### src/core/autoneg_regs_pkg.sv
`default_nettype none
package autoneg_regs_pkg;
    // ==================================================================
    // register map
    localparam int ADDR_W = 5;
    localparam int DATA_W = 16;
    localparam logic [4:0] ADDR_PARTNER_BASE = 5'h05;
    localparam logic [4:0] ADDR_EXPANSION = 5'h06;
    localparam logic [4:0] ADDR_PARTNER_NEXT = 5'h08;

    // ==================================================================
    // partner base page ability fields
    localparam int BP_NEXT_PAGE = 15;
    localparam int BP_ACK = 14;
    localparam int BP_REMOTE_FAULT = 13;
    localparam int BP_RESERVED = 12;
    localparam int BP_ASYM_PAUSE = 11;
    localparam int BP_PAUSE = 10;
    localparam int BP_T4 = 9;
    localparam int BP_TX_FD = 8;
    localparam int BP_TX_HD = 7;
    localparam int BP_10_FD = 6;
    localparam int BP_10_HD = 5;
    localparam int BP_SEL_MSB = 4;
    localparam int BP_SEL_LSB = 0;
    localparam int SEL_W = 5;
    localparam logic [15:0] BP_RESET = 16'h0000;
    localparam logic [15:0] BP_STORE_MASK = 16'hEFFF;
    localparam logic [4:0] SEL_8023 = 5'h01;
    localparam logic [4:0] SEL_8029 = 5'h02;
    localparam logic [4:0] SEL_RSVD_LO = 5'h00;
    localparam logic [4:0] SEL_RSVD_HI = 5'h1F;

    // ==================================================================
    // expansion fields
    localparam int EX_BASE_PAGE = 5;
    localparam int EX_PAR_FAULT = 4;
    localparam int EX_LP_NP_ABLE = 3;
    localparam int EX_NP_ABLE = 2;
    localparam int EX_PAGE_RX = 1;
    localparam int EX_LP_AN_ABLE = 0;
    localparam logic [15:0] EX_RESET = 16'h0004;
    localparam logic LOCAL_NP_ABLE_RESET = 1'b1;

    // latched-high bit slots
    localparam int LH_COUNT = 2;
    localparam int LH_PAR_FAULT = 0;
    localparam int LH_PAGE_RX = 1;

    // selector classification
    typedef enum logic [1:0] {
        SEL_KIND_RSVD = 2'b00,
        SEL_KIND_8023 = 2'b01,
        SEL_KIND_8029 = 2'b11,
        SEL_KIND_OTHER = 2'b10
    } sel_kind_t;
endpackage
`default_nettype wire

### src/core/autoneg_partner_ability_expansion_regs.sv
`default_nettype none
module autoneg_partner_ability_expansion_regs
    import autoneg_regs_pkg::*;
#(
    parameter logic LOCAL_NP_ABLE = LOCAL_NP_ABLE_RESET
)
(
    input wire logic core_clk_i,
    input wire logic resetn_i,
    // management register access
    input wire logic [ADDR_W-1:0] mgmt_addr_i,
    input wire logic mgmt_rd_i,
    input wire logic mgmt_wr_i,
    input wire logic [DATA_W-1:0] mgmt_wdata_i,
    output logic [DATA_W-1:0] mgmt_rdata_o,
    output logic mgmt_rvalid_o,
    output logic mgmt_hit_o,
    // arbitration side
    input wire logic page_rx_strobe_i,
    input wire logic page_is_base_i,
    input wire logic [DATA_W-1:0] page_word_i,
    input wire logic base_page_i,
    input wire logic par_det_fault_i,
    input wire logic lp_np_able_i,
    input wire logic lp_an_able_i,
    input wire logic mr_page_rx_i,
    input wire logic transmit_disable_i,
    input wire logic alt_next_page_feature_i,
    // next page word toward register 8
    output logic [DATA_W-1:0] np_rx_word_o,
    output logic np_rx_load_o,
    // decoded partner status
    output logic [1:0] lp_selector_kind_o,
    output logic lp_pause_o
);
    // ==================================================================
    // helpers
    function automatic logic is_mine(input logic [ADDR_W-1:0] addr);
        is_mine = (addr == ADDR_PARTNER_BASE) || (addr == ADDR_EXPANSION);
    endfunction

    function automatic sel_kind_t classify_sel(input logic [SEL_W-1:0] sel);
        if (sel == SEL_8023)
            classify_sel = SEL_KIND_8023;
        else if (sel == SEL_8029)
            classify_sel = SEL_KIND_8029;
        else if ((sel == SEL_RSVD_LO) || (sel == SEL_RSVD_HI))
            classify_sel = SEL_KIND_RSVD;
        else
            classify_sel = SEL_KIND_OTHER;
    endfunction

    // ==================================================================
    // partner base page store
    logic [DATA_W-1:0] base_page_reg;
    logic [DATA_W-1:0] base_page_next;
    logic base_load;
    logic next_load;

    assign base_load = page_rx_strobe_i && page_is_base_i;
    assign next_load = page_rx_strobe_i && !page_is_base_i;

    // capture whole code word, reserved bit forced low
    always_comb
    begin
        base_page_next = base_page_reg;
        if (base_load)
            base_page_next = page_word_i & BP_STORE_MASK;
    end

    // fields hold until the next base page arrives
    always_ff @(posedge core_clk_i or negedge resetn_i)
    begin
        if (!resetn_i)
            base_page_reg <= BP_RESET;
        else
            base_page_reg <= base_page_next;
    end

    // ==================================================================
    // next page hand-off toward register 8
    always_ff @(posedge core_clk_i or negedge resetn_i)
    begin
        if (!resetn_i)
        begin
            np_rx_word_o <= '0;
            np_rx_load_o <= 1'b0;
        end
        else
        begin
            np_rx_load_o <= next_load;
            if (next_load)
                np_rx_word_o <= page_word_i;
        end
    end

    // ==================================================================
    // edge detection for the alternate clear path
    logic page_rx_var_reg;
    logic tx_dis_var_reg;
    logic page_rx_fell;
    logic tx_dis_rose;

    always_ff @(posedge core_clk_i or negedge resetn_i)
    begin
        if (!resetn_i)
        begin
            page_rx_var_reg <= 1'b0;
            tx_dis_var_reg <= 1'b0;
        end
        else
        begin
            page_rx_var_reg <= mr_page_rx_i;
            tx_dis_var_reg <= transmit_disable_i;
        end
    end

    assign page_rx_fell = page_rx_var_reg && !mr_page_rx_i;
    assign tx_dis_rose = !tx_dis_var_reg && transmit_disable_i;

    // ==================================================================
    // latched-high bits
    logic read_exp;
    logic alt_clear;
    logic [LH_COUNT-1:0] lh_set;
    logic [LH_COUNT-1:0] lh_clr;
    logic [LH_COUNT-1:0] lh_q;
    logic [LH_COUNT-1:0] lh_view;

    // a read of the expansion register clears, and the alternate path also clears the page-received bit; a write is not a read
    assign read_exp = mgmt_rd_i && (mgmt_addr_i == ADDR_EXPANSION);
    assign alt_clear = alt_next_page_feature_i && (page_rx_fell || tx_dis_rose);

    assign lh_set[LH_PAR_FAULT] = par_det_fault_i;
    assign lh_set[LH_PAGE_RX] = page_rx_strobe_i;
    assign lh_clr[LH_PAR_FAULT] = read_exp;
    assign lh_clr[LH_PAGE_RX] = read_exp || alt_clear;

    genvar g;
    generate
        for (g = 0; g < LH_COUNT; g++)
        begin : g_lh
            latch_high_bit u_bit
            (
                .core_clk_i(core_clk_i),
                .resetn_i(resetn_i),
                .set_i(lh_set[g]),
                .clr_i(lh_clr[g]),
                .q_o(lh_q[g])
            );
            // a cause present during the read shows as 1
            assign lh_view[g] = lh_q[g] | lh_set[g];
        end
    endgenerate

    // ==================================================================
    // expansion word as seen by a read
    logic [DATA_W-1:0] exp_word;

    always_comb
    begin
        exp_word = EX_RESET;
        exp_word[EX_BASE_PAGE] = alt_next_page_feature_i & base_page_i;
        exp_word[EX_PAR_FAULT] = lh_view[LH_PAR_FAULT];
        exp_word[EX_LP_NP_ABLE] = lp_np_able_i;
        exp_word[EX_NP_ABLE] = LOCAL_NP_ABLE;
        exp_word[EX_PAGE_RX] = lh_view[LH_PAGE_RX];
        exp_word[EX_LP_AN_ABLE] = lp_an_able_i;
    end

    // ==================================================================
    // read data path
    logic [DATA_W-1:0] rdata_next;

    // writes are decoded but never steer any storage
    always_comb
    begin
        rdata_next = '0;
        if (mgmt_addr_i == ADDR_PARTNER_BASE)
            rdata_next = base_page_reg;
        else if (mgmt_addr_i == ADDR_EXPANSION)
            rdata_next = exp_word;
    end

    // read answers one cycle after the strobe
    always_ff @(posedge core_clk_i or negedge resetn_i)
    begin
        if (!resetn_i)
        begin
            mgmt_rdata_o <= '0;
            mgmt_rvalid_o <= 1'b0;
            mgmt_hit_o <= 1'b0;
        end
        else
        begin
            mgmt_rvalid_o <= mgmt_rd_i && is_mine(mgmt_addr_i);
            mgmt_hit_o <= (mgmt_rd_i || mgmt_wr_i) && is_mine(mgmt_addr_i);
            if (mgmt_rd_i && is_mine(mgmt_addr_i))
                mgmt_rdata_o <= rdata_next;
        end
    end

    // ==================================================================
    // decoded partner status
    always_ff @(posedge core_clk_i or negedge resetn_i)
    begin
        if (!resetn_i)
        begin
            lp_selector_kind_o <= SEL_KIND_RSVD;
            lp_pause_o <= 1'b0;
        end
        else
        begin
            lp_selector_kind_o <= classify_sel(base_page_next[BP_SEL_MSB:BP_SEL_LSB]);
            lp_pause_o <= base_page_next[BP_PAUSE] | base_page_next[BP_ASYM_PAUSE];
        end
    end

    // write data is deliberately unused: both registers are read-only
    logic unused_wdata;
    assign unused_wdata = ^mgmt_wdata_i;
endmodule
`default_nettype wire

### src/core/latch_high_bit.sv
`default_nettype none
module latch_high_bit
(
    input wire logic core_clk_i,
    input wire logic resetn_i,
    input wire logic set_i,
    input wire logic clr_i,
    output logic q_o
);
    // ==================================================================
    // sticky bit; set beats clear in the same cycle
    logic q_reg;
    logic q_next;

    always_comb
    begin
        q_next = q_reg;
        if (clr_i)
            q_next = 1'b0;
        if (set_i)
            q_next = 1'b1;
    end

    always_ff @(posedge core_clk_i or negedge resetn_i)
    begin
        if (!resetn_i)
            q_reg <= 1'b0;
        else
            q_reg <= q_next;
    end

    assign q_o = q_reg;
endmodule
`default_nettype wire

### config.mk
export PLATFORM = sky130hd
export DESIGN_NAME = autoneg_partner_ability_expansion_regs
export DESIGN_NICKNAME = d
export VERILOG_FILES = /design/src/core/autoneg_regs_pkg.sv /design/src/core/autoneg_partner_ability_expansion_regs.sv /design/src/core/latch_high_bit.sv
export SDC_FILE = /design/constraint.sdc
export NUM_CORES = 1
export LEC_CHECK = 0
export ABC_CLOCK_PERIOD_IN_PS = 1100
export BUFFER_PORTS_ARGS = -buffer_cell sky130_fd_sc_hd__buf_2
export CAP_MARGIN = 20
export CELL_PAD_IN_SITES_DETAIL_PLACEMENT = 1
export CELL_PAD_IN_SITES_GLOBAL_PLACEMENT = 1
export CORE_MARGIN = 2
export CORE_UTILIZATION = 34
export CTS_CLUSTER_DIAMETER = 60
export DETAILED_ROUTE_END_ITERATION = 10
export GPL_ROUTABILITY_DRIVEN = 0
export PLACE_DENSITY_LB_ADDON = 0.1
export SLEW_MARGIN = 10
export SYNTH_ARGS = -nofsm -noshare
export SYNTH_HDL_FRONTEND = slang
export SYNTH_SLANG_ARGS = --single-unit
### constraint.sdc
create_clock -name core_clk_i -period 1.1 [get_ports core_clk_i]
set_clock_uncertainty 0.2 [all_clocks]
set_input_delay 0.22 -clock core_clk_i [delete_from_list [all_inputs] [get_ports core_clk_i]]
set_output_delay 0.22 -clock core_clk_i [all_outputs]
set_load 0.05 [all_outputs]
# == Word-level counts from Yosys, hierarchy flattened ==
# Index checks and enable logic that the tools add are counted.
# totals
reg_bits,57
input_bits,50
out_inout_bits,38
elab_cells,51
# op_classes
eq_ne,5
n_mux,10
bitwise_logic,4
reduce_logical,19
# op_table
op,count
$mux W16,1
$mux W12,1
$eq A5 B3 Y1 const B,2
$logic_and A1 B1 Y1,8
$mux W2,3
$mux W6,1
$eq A5 B1 Y1 const B,1
$eq A5 B2 Y1 const B,1
$eq A5 B5 Y1 const B,1
$logic_not A5 Y1,1
$logic_or A1 B1 Y1,5
$mux W1,4
$reduce_bool A2 Y1,2
$logic_not A1 Y1,3
$or A1 B1 Y1,3
$and A1 B1 Y1,1

# == Longest topological paths before layout ==
# Gate-level depths: netlist (run 1).
# logic_depth
ltp_word,7
mapped_depth,6
depth_no_buf,4

# == By module ==
# Synthesis (run 1) repeated with hierarchy kept, for this count alone.
# unflattened
cells_unflattened,172
area_unflattened_um2,2311.0
# by_module_without_submodules
module,instances,cells_per_inst,area_each_um2,seq_area_each_um2
autoneg_partner_ability_expansion_regs,1,166,2238.4,1351.3
latch_high_bit,2,3,36.3,25.0

# == Worst setup path before layout (run 1) ==
# Ideal clock, no wire load.
# synth_path
path_type,input to register
from,input port mgmt_addr_i[1]
to,register mgmt_rdata_o[0]
setup_time_ns,0.122
arrival_time_ns,1.137
t_required_ns,0.778
slack_ns,-0.359
stages,5
path_cell_list,buf_6 nand2b_4 or4b_4 o22ai_1 o21ai_1
# synth_via
elab_chain_len,3
word_cells_on_any_way,6
classes_between,eq/ne (2); mux (2); reduce/logical (2)
# synth_rtl
element,line_no,text
"start, declared",autoneg_partner_ability_expansion_regs.sv:11,"input wire logic [ADDR_W-1:0] mgmt_addr_i,"
$eq A5 B3 Y1 (on tied branches),"autoneg_partner_ability_expansion_regs.sv:39, autoneg_partner_ability_expansion_regs.sv:181, autoneg_partner_ability_expansion_regs.sv:179",
$mux W6 or $logic_or A1 B1 Y1 (tied branches),"autoneg_partner_ability_expansion_regs.sv:181, autoneg_partner_ability_expansion_regs.sv:39",
$mux W16 or $logic_and A1 B1 Y1 (tied branches),"autoneg_partner_ability_expansion_regs.sv:179, autoneg_partner_ability_expansion_regs.sv:198",
"end signal, assigned",autoneg_partner_ability_expansion_regs.sv:199,mgmt_rdata_o <= rdata_next;
"end, declared",autoneg_partner_ability_expansion_regs.sv:15,"output logic [DATA_W-1:0] mgmt_rdata_o,"
# Parallel ways exist; a longest one is shown, timed or not.
# A chain may end at the register's enable or synchronous reset.

# == Worst setup path after layout (run 1) ==
# layout_path
from,register mgmt_rdata_o[1]
to,output port mgmt_rdata_o[1]
# No word-level cell between the ends.

==> key figures, run 1 <==
Status
  – Status: complete, but fails checks
  – Failing checks: hold timing, setup timing

GRT
  – Initial antenna violation count: 0
  – Largest net degree at the start of global routing: 57
  – Gr usage total: 16.7%
  – Vias in the first global route: 1,949
  – First-pass GRT wire length: 9730 um
  – Total gr overflow: 0

CTS
  – CTS root buf: clkbuf_8
  – Maximum root-to-sink buffer count: 2
  – CTS tree: built
  – CTS buffer count: 5
  – Post-CTS Hold Buffers: 5
  – Clock Pin Slew Worst Setup and Hold Paths: 110 ps
  – Total clock sinks: 56
  – Clk_lat worst skew: 310 ps
  – Htree depth: 2

Synth
  – YS warnings: 0
  – Share of the synthesized area in the top cell type: 60.2%
  – Synth Cell Area: 0.00233 sq mm
  – Syn Inst Count: 174
  – Yosys top cell by area: dfrtp_1
  – Leading cell type by number of instances after synthesis: dfrtp_1
  – Mean Syn Cell Area: 13.4 sq um
  – Post-synth ARST share: 100%
  – Post-synthesis cell type count: 39
  – Flops & latches, synth: 56
  – Xor/xnor share of the synthesized area: 0.376%
  – Syn Nets: 224
  – Commonest cells in the synthesized netlist: dfrtp_1 (56), mux2_2 (28), nand2_1 (11), a22o_1 (9), nor2_1 (8)
  – Mux share of post-synthesis cell area: 16.0%
  – Post-synth EDFFs: 0
  – Synth Flop Type: dfrtp_1
  – Post-synthesis sequential area ratio: 60.2%
  – Adder-Cell Fraction of Synth Area: 0%
  – Combinational family with the most area after synthesis: multiplexers
  – Compound-gate portion of the synthesized area: 9.83%
  – Post-synthesis simple-gate area fraction: 9.46%
  – Synth top area cells: dfrtp_1 (60%), mux2_2 (14%), a22o_1 (3.4%), nand2_1 (1.8%), buf_4 (1.6%)

Job
  – # Max-Cap Violations: 0

Pwr
  – PwrDens: 1590 mW/mm^2
  – Peak VDD IR: 0.741 mV
  – Static leakage: 1.82 nW

Floorplan
  – Die X: 86.8 um
  – Die area: 0.00753 sq mm
  – I/O pin total: 88
  – Core ar.: 0.00672 sq mm
  – Die Ht: 86.8 um
  – Row Count: 30
  – Initial Util: 34.7%

STA
  – Final setup viols: 57
  – Tcrit/Tclk final: 120%
  – Slew Viols, Final: 0
  – Setup WS post-layout: -224 ps
  – Post-route minimum period: 1320 ps
  – Setup Total Neg Slack: -8600 ps
  – Min Hold Slack: -134 ps
  – F_max: 755 MHz
  – Final Hold Viols: 27
  – RSZ-0062 raised after global routing: yes

Layout
  – Final Non-Filler Cells: 373
  – Area growth syn-to-layout: 64.3%
  – Nets: 342
  – Post-layout util: 56.9%
  – Max reg flops: 16
  – Share of layout cells above drive strength 1: 65.5%
  – Final instance area: 0.00383 sq mm
  – Antenna cells: 0

Detailed routing
  – WL/cell: 16.8 um
  – DRC errors left: 0
  – Post-DRT Antenna Nets: 0
  – Final wirelength: 6280 um
  – First-pass DRT Iterations: 3
  – Total number of vias: 1,798
  – Via density: 4.82
  – Starting DRC count in detailed routing: 50

Placement
  – Placed wire-length estimate: 3900 um
  – Dpl ws: -398 ps
  – # placed instances: 338
  – Area of placed instances: 0.00307 sq mm
  – Count of input and output buffers: 70

Critical path
  – Slowest stage cell on the critical path: dfrtp_1
  – Crit end category: output pin
  – R2r setup slk: -200 ps
  – Max incr delay on CP: 430 ps
  – Critical Path, Cell by Cell: buf_6
  – Worst r2r path cells: 3
  – CP Class: register to output pin
  – Crit path buf inv count: 1
  – FF-to-FF Start: base_page_reg[0]
  – WP data arrival: 900 ps
  – CP delay by family, top: flip-flops
  – Worst-path fanout max: 2
  – R2r endpoint: lp_selector_kind_o[0]
  – WP data required: 680 ps
  – Startpoint types: register

Min path
  – Hold Path Sink: mgmt_hit_o
  – Min-Delay Startpoint: mgmt_addr_i[3]
  – Min-delay worst type: input pin to register
  – Hold path depth: 2
## worst max-delay path by stage
| stage | start | endpoint | cells after the start |
|---|---|---|---|
| 6_report | mgmt_rdata_o[1] | mgmt_rdata_o[1] | 1 |
| 5_1_grt | mgmt_rdata_o[1] | mgmt_rdata_o[1] | 1 |
| 4_1_cts | mgmt_rdata_o[1] | mgmt_rdata_o[1] | 1 |
| 3_5_place_dp | mgmt_addr_i[1] | mgmt_rdata_o[1] | 5 |
| 3_3_place_gp | mgmt_addr_i[1] | mgmt_rdata_o[1] | 5 |
| 2_1_floorplan | mgmt_addr_i[1] | mgmt_rdata_o[0] | 5 |
## cells by family (layout without fill, tap and decap cells)
group                  Yosys count  in the layout
other                            1              1
flip-flops                      56             56
XOR/XNOR                         1              1
AO/OA/AOI/OAI                   31             31
multiplexers                    32             32
AND/OR/NAND/NOR                 38             38
buffers and inverters           15            134
## routing by layer
layer | vias to the layer above | GRT usage (%) | part of all wire, %
met5 | - | 0 | 0
met4 | 0 | 5.11 | 1.1
met2 | 41 | 27.1 | 50
li1 | 853 | - | -
met1 | 897 | 23.0 | 45
met3 | 7 | 2.76 | 3.6
## placed cells by master (no fill, tap or decap), drive strengths merged, types with 2 or more instances in the layout
master and n:
nor2 8, dfrtp 56, o22ai 3, nand2 11
buf 115, mux2 29, dlygate4sd3 5, clkbuf 5
o31ai 2, nor3 3, inv 8, and2b 2
mux2i 3, o21ai 6, a22o 9, a21oi 5
nand3 4
## report_power, final
part / internal [W] / switching (W) / total [W] / leakage, nW
clock: 0.000466 / 0.000719 / 0.00119 / 0.0452
sequential: 0.00236 / 0.000230 / 0.00259 / 0.662
combinational: 0.00109 / 0.00120 / 0.00229 / 1.11
total: 0.00392 / 0.00215 / 0.00606 / 1.82
## stage by stage
step | hold WS, ps | power (W)
global route | -152 | 0.00634
detailed placement | 48.7 | 0.00431
CTS | -104 | 0.00603
finish | -134 | 0.00606
global placement | 50.5 | 0.00429
floorplan | -276 | 0.00379
## cell type report
cell class | count | area, sq um
Timing Repair Buffer | 120 | 1120
Clock inverter | 3 | 25.0
Tap cell | 80 | 100
Clock buffer | 5 | 68.8
Sequential cell | 56 | 1410
Multi-Input combinational cell | 103 | 1070
Inverter | 6 | 22.5
Fill cell | 666 | 2890
## what timing repair did
| item | 4_1_cts | 5_1_grt |
|---|---|---|
| cloned | 1 | 1 |
| resized for setup | 96 | 29 |
| setup endpoints to repair | 72 | 69 |
| hold endpoints to repair | 90 | 27 |
| buffers inserted | 19 | 9 |
| pin swaps | 13 | 16 |
Note: power is estimated with default switching activity, not from simulation.
==> run 2, diff against run 1 <==
--- a/config.mk
+++ b/config.mk
@@ -16,6 +16,7 @@
 export DETAILED_ROUTE_END_ITERATION = 10
 export GPL_ROUTABILITY_DRIVEN = 0
 export PLACE_DENSITY_LB_ADDON = 0.1
+export SETUP_SLACK_MARGIN = 0.15
 export SLEW_MARGIN = 10
 export SYNTH_ARGS = -nofsm -noshare
 export SYNTH_HDL_FRONTEND = slang
==> run 2 against run 1 <==
Compared with the run above: the run still ends with hold timing, setup timing left; setup slack got worse by 21 ps; maximum frequency decreased by 1.6%; sequential power about the same; hold slack got worse by 9.9 ps; clock power increased by 20%; flip-flop and latch count unchanged; die area unchanged; final area increased by 6.5%.
==> key figures, run 2 (synthesis results as in run 1) <==
Min path
  – Hold Path Sink: mgmt_hit_o
  – Hold path depth: 2 (unchanged)
  – Min-delay worst type: input pin to register
  – Min-Delay Startpoint: mgmt_addr_i[3]

Critical path
  – R2r endpoint: lp_selector_kind_o[1]
  – R2r setup slk: -200 ps (about the same)
  – Critical Path, Cell by Cell: buf_6
  – Crit end category: output pin
  – WP data arrival: 920 ps (+20 ps)
  – CP Class: register to output pin
  – Worst r2r path cells: 3 (unchanged)
  – FF-to-FF Start: base_page_reg[2]
  – Worst-path fanout max: 2 (unchanged)
  – Critical Path Stages: 1 (unchanged)
  – Max incr delay on CP: 440 ps (about the same)
  – Crit path buf inv count: 1 (unchanged)
  – CP delay by family, top: flip-flops
  – Startpoint types: register
  – WP data required: 680 ps (about the same)
  – Slowest stage cell on the critical path: dfrtp_2

GRT
  – Gr usage total: 17.9% (+1.2 points)
  – First-pass GRT wire length: 10,300 um (+5.4%)
  – Vias in the first global route: 1,966 (+0.87%)
  – Largest net degree at the start of global routing: 31 (-46%)
  – Total gr overflow: 0 (unchanged)
  – Initial antenna violation count: 0 (unchanged)

Floorplan
  – I/O pin total: 88 (unchanged)
  – Die area: 0.00753 sq mm (unchanged)
  – Core ar.: 0.00672 sq mm (unchanged)
  – Initial Util: 34.7% (unchanged)
  – Die Ht: 86.8 um (unchanged)
  – Row Count: 30 (unchanged)
  – Die X: 86.8 um (unchanged)

Pwr
  – Internal power: 0.00430 W (+9.7%)
  – Post-layout power: 0.00652 W (+7.5%)
  – Logic gate share of total power: 38.0% (+0.2 points)
  – Seq pwr share: 40.1% (-2.5 points)
  – Peak VDD IR: 0.710 mV (-4.2%)
  – Static leakage: 1.92 nW (+5.7%)
  – PwrDens: 1600 mW/mm^2 (+0.92%)
  – NetSw: 0.00223 W (+3.5%)
  – Clock Power Share: 21.9% (+2.4 points)
  – Switching share of total power: 34.1% (-1.3 points)

CTS
  – Clock Pin Slew Worst Setup and Hold Paths: 110 ps (about the same)
  – Post-CTS Hold Buffers: 3 (-2)
  – CTS buffer count: 5 (unchanged)
  – CTS tree: built
  – Htree depth: 2 (unchanged)
  – CTS root buf: clkbuf_8
  – Maximum root-to-sink buffer count: 2 (unchanged)
  – Clk_lat worst skew: 320 ps (about the same)
  – Total clock sinks: 56 (unchanged)

Layout
  – Area growth syn-to-layout: 75.1%
  – Most frequent cells in the layout: buf_6 (70), dfrtp_2 (36), mux2_4 (29)
  – Nets: 351 (+2.6%)
  – Final Non-Filler Cells: 382 (+2.4%)
  – Antenna cells: 0 (unchanged)
  – Share of layout cells above drive strength 1: 78.5% (+13 points)
  – Commonest non-fill, non-tap cell in the layout: buf_6
  – # fillers: 676 (+1.5%)
  – Max reg flops: 16 (unchanged)
  – Post-layout util: 60.7% (+3.7 points)

Status
  – Status: complete, but fails checks
  – Failing checks: hold timing, setup timing

Detailed routing
  – DRC errors left: 0 (unchanged)
  – Total number of vias: 1,853 (+3.1%)
  – Post-DRT Antenna Nets: 0 (unchanged)
  – Final wirelength: 6730 um (+7.1%)
  – Starting DRC count in detailed routing: 35 (-30%)
  – First-pass DRT Iterations: 3 (unchanged)
  – WL/cell: 17.6 um (+4.6%)
  – Via density: 4.85 (+0.63%)

Placement
  – Count of input and output buffers: 70 (unchanged)
  – # placed instances: 341 (+0.89%)
  – Dpl ws: -407 ps (-9.45 ps)
  – Placed wire-length estimate: 4240 um (+8.8%)

Job
  – # Max-Cap Violations: 0 (unchanged)

STA
  – F_max: 744 MHz (-1.6%)
  – Min Hold Slack: -144 ps (-9.87 ps)
  – Final Hold Viols: 30 (+11%)
  – Tcrit/Tclk final: 122% (+1.9 points)
  – Slew Viols, Final: 0 (unchanged)
  – Post-route minimum period: 1340 ps (+20.8 ps)
  – RSZ-0062 raised after global routing: yes
  – Final setup viols: 58 (+1.8%)
  – Setup WS post-layout: -245 ps (-20.8 ps)
-- run 2: cell types whose count changed in the layout (fill, tap and decap cells not counted), moves of 3 or more --
cell	previous run	this run
mux2_2	3	0
buf_2	30	26
buf_6	56	70
buf_4	23	20
dfrtp_2	10	36
dfrtp_1	46	20
mux2_4	26	29
-- run 2: stage by stage --
step                cell area, sq um  setup TNS [ps]
global route                    4080          -11480
detailed placement              3160          -16360
global placement                3160          -15990
floorplan                       2580           -5740
CTS                             3890           -9420
finish                          4080           -9710
-- run 2: layout make-up --
type,count,area (sq um),share of cell area (%)
clock buffer,5,68.8,1.69
clock inverter,3,46.3,1.14
inverter,6,22.5,0.552
multi-input combinational,103,1120,27.5
sequential,56,1450,35.5
tap,80,100,2.46
timing repair buffer,129,1270,31.2
-- run 2: layer usage --
metal	wire length [um]	up-vias	global-route usage, %	part of all wire, %
li1	-	870	-	-
met1	2980	937	24.6	44
met2	3410	40	28.9	51
met3	240	6	3.71	3.6
met4	98	0	5.11	1.5
met5	0	-	0	0
-- run 2: worst max-delay path by stage --
stage	startpoint	to	slack, ps
floorplan	mgmt_addr_i[1]	mgmt_rdata_o[0]	-340
detailed placement	mgmt_addr_i[1]	mgmt_rdata_o[0]	-410
finish	np_rx_word_o[15]	np_rx_word_o[15]	-240
CTS	mgmt_rdata_o[15]	mgmt_rdata_o[15]	-250
global route	np_rx_word_o[15]	np_rx_word_o[15]	-270
global placement	mgmt_addr_i[0]	mgmt_hit_o	-480
-- run 2: timing repair --
| action | in CTS | in global routing |
|---|---|---|
| pin swaps | 14 | 12 |
| buffers inserted | 19 | 9 |
| cloned | 2 | 0 |
| resized for setup | 121 | 32 |
| endpoints found under the setup margin | 89 | 120 |
| hold endpoints to repair | 91 | 28 |
-- run 2: power by group through the flow --
stage               Clock [W]  Combinational, W  Sequential (W)
CTS                   0.00146           0.00229         0.00261
global route          0.00154           0.00260         0.00266
detailed placement          0           0.00179         0.00260
global placement            0           0.00177         0.00259
floorplan                   0          0.000552         0.00330
finish                0.00143           0.00248         0.00262
==> run 3, diff against run 2 <==
--- a/config.mk
+++ b/config.mk
@@ -16,6 +16,7 @@
 export DETAILED_ROUTE_END_ITERATION = 10
 export GPL_ROUTABILITY_DRIVEN = 0
 export PLACE_DENSITY_LB_ADDON = 0.1
+export RECOVER_POWER = 50
 export SETUP_SLACK_MARGIN = 0.15
 export SLEW_MARGIN = 10
 export SYNTH_ARGS = -nofsm -noshare
==> run 3 against run 2 <==
Compared with the run above: the run still ends with hold timing, setup timing left; critical path depth unchanged; via count is essentially flat; setup slack is the same; core utilization fell by 0.19 points; maximum frequency unchanged; power barely moved; hold slack unchanged.
==> key figures, run 3 (synthesis results as in run 1) <==
Status
  – Status: complete, but fails checks
  – Failing checks: hold timing, setup timing

CTS
  – Clock Pin Slew Worst Setup and Hold Paths: 110 ps (about the same)
  – Clk_lat worst skew: 320 ps (about the same)
  – Post-CTS Hold Buffers: 3 (unchanged)
  – Total clock sinks: 56 (unchanged)
  – CTS root buf: clkbuf_8
  – CTS tree: built
  – Maximum root-to-sink buffer count: 2 (unchanged)
  – Htree depth: 2 (unchanged)
  – CTS buffer count: 5 (unchanged)

Critical path
  – WP data required: 680 ps (about the same)
  – Worst r2r path cells: 3 (unchanged)
  – R2r setup slk: -200 ps (about the same)
  – R2r endpoint: lp_selector_kind_o[1]
  – Max incr delay on CP: 440 ps (about the same)
  – Setup crit end: np_rx_word_o[15]
  – Critical Path Stages: 1 (unchanged)
  – WP data arrival: 920 ps (about the same)
  – Crit end category: output pin
  – Crit path buf inv count: 1 (unchanged)
  – Slowest stage cell on the critical path: dfrtp_2
  – Worst-path fanout max: 2 (unchanged)
  – FF-to-FF Start: base_page_reg[2]
  – Startpoint types: register
  – CP Class: register to output pin
  – CP startpoint: np_rx_word_o[15]
  – Critical Path, Cell by Cell: buf_6
  – CP delay by family, top: flip-flops

Placement
  – Area of placed instances: 0.00316 sq mm (unchanged)
  – Dpl ws: -407 ps (unchanged)
  – Count of input and output buffers: 70 (unchanged)
  – Placed wire-length estimate: 4240 um (unchanged)

STA
  – Final Hold Viols: 30 (unchanged)
  – Tcrit/Tclk final: 122% (unchanged)
  – Setup WS post-layout: -245 ps (unchanged)
  – Final setup viols: 117 (+100%)
  – Post-route minimum period: 1340 ps (unchanged)
  – Worst slew margin: 62.3%
  – Slew @ Worst Pin: 565 ps
  – RSZ-0062 raised after global routing: yes
  – Setup Total Neg Slack: -12,520 ps (-2810 ps)
  – F_max: 744 MHz (unchanged)
  – Min Hold Slack: -144 ps (unchanged)
  – Slew Viols, Final: 0 (unchanged)

Detailed routing
  – Post-DRT Antenna Nets: 0 (unchanged)
  – Final wirelength: 6730 um (about the same)
  – Starting DRC count in detailed routing: 35 (unchanged)
  – Total number of vias: 1,852 (-0.054%)
  – WL/cell: 17.6 um (about the same)
  – Via density: 4.85 (about the same)
  – First-pass DRT Iterations: 3 (unchanged)
  – DRC errors left: 0 (unchanged)

Pwr
  – Static leakage: 1.91 nW (-0.59%)
  – PwrDens: 1600 mW/mm^2 (+0.22%)
  – Peak VDD IR: 0.710 mV (about the same)

Layout
  – Antenna cells: 0 (unchanged)
  – Share of layout cells above drive strength 1: 77.5% (-0.99 points)
  – # fillers: 678 (+0.30%)
  – Final instance area: 0.00406 sq mm (-0.31%)
  – Area growth syn-to-layout: 74.5%
  – Most frequent cells in the layout: buf_6 (70), dfrtp_2 (36), mux2_4 (29)
  – Max reg flops: 16 (unchanged)
  – Commonest non-fill, non-tap cell in the layout: buf_6
  – Nets: 351 (unchanged)
  – Post-layout util: 60.5% (-0.19 points)

GRT
  – Total gr overflow: 0 (unchanged)
  – Gr usage total: 17.9% (unchanged)
  – Vias in the first global route: 1,966 (unchanged)
  – Largest net degree at the start of global routing: 31 (unchanged)
  – First-pass GRT wire length: 10,300 um (unchanged)
  – Initial antenna violation count: 0 (unchanged)

Min path
  – Min-delay worst type: input pin to register

Floorplan
  – Core ar.: 0.00672 sq mm (unchanged)
  – Die X: 86.8 um (unchanged)
  – Die area: 0.00753 sq mm (unchanged)
  – Die Ht: 86.8 um (unchanged)
  – I/O pin total: 88 (unchanged)
  – Initial Util: 34.7% (unchanged)
  – Row Count: 30 (unchanged)

Job
  – # Max-Cap Violations: 0 (unchanged)
run 3: how the worst min path moves through the flow:
stage	startpoint	to	slack, ps	depth (start not counted)
final	mgmt_addr_i[3]	mgmt_hit_o	-140	2
after global routing	mgmt_addr_i[3]	mgmt_hit_o	-140	2
after CTS	mgmt_addr_i[3]	mgmt_hit_o	-150	2
after detailed placement	resetn_i	tx_dis_var_reg	-100	1
after global placement	resetn_i	tx_dis_var_reg	-100	1
after floorplan	resetn_i	base_page_reg[0]	-280	0
run 3: per-stage QoR:
stage | power [W] | instances
after floorplan | 0.00385 | 174
after global placement | 0.00436 | 341
after detailed placement | 0.00439 | 341
after CTS | 0.00636 | 373
after global routing | 0.00679 | 382
final | 0.00652 | 382
run 3: where the power goes:
part           total (W)  leakage (nW)  switching (W)  internal (W)
clock            0.00143        0.0600       0.000734      0.000692
combinational    0.00247          1.22        0.00126       0.00122
sequential       0.00262         0.631       0.000234       0.00238
total            0.00652          1.91        0.00222       0.00429
run 3: repair_timing:
action                                  4_1_cts  5_1_grt
gates resized for setup                     121       32
setup buffers                                19        9
gates cloned                                  2        0
pin swaps                                    14       12
hold endpoints to repair                     91       28
endpoints found under the setup margin       89      120
run 3: cell type report:
cell class              count  area [sq um]  area share, %
clock buffers               5          68.8           1.69
inverters                   6          22.5          0.554
well taps                  80           100           2.46
multi-input cells         103          1110           27.4
clock inverters             3          46.3           1.14
flip-flops and latches     56          1450           35.6
repair buffers            129          1270           31.2
run 3: per-layer routing:
layer	up-vias	wire length, um	GRT usage [%]
met5	-	0	0
met2	40	3410	28.9
met4	0	98	5.11
met1	936	2970	24.6
li1	870	-	-
met3	6	240	3.71
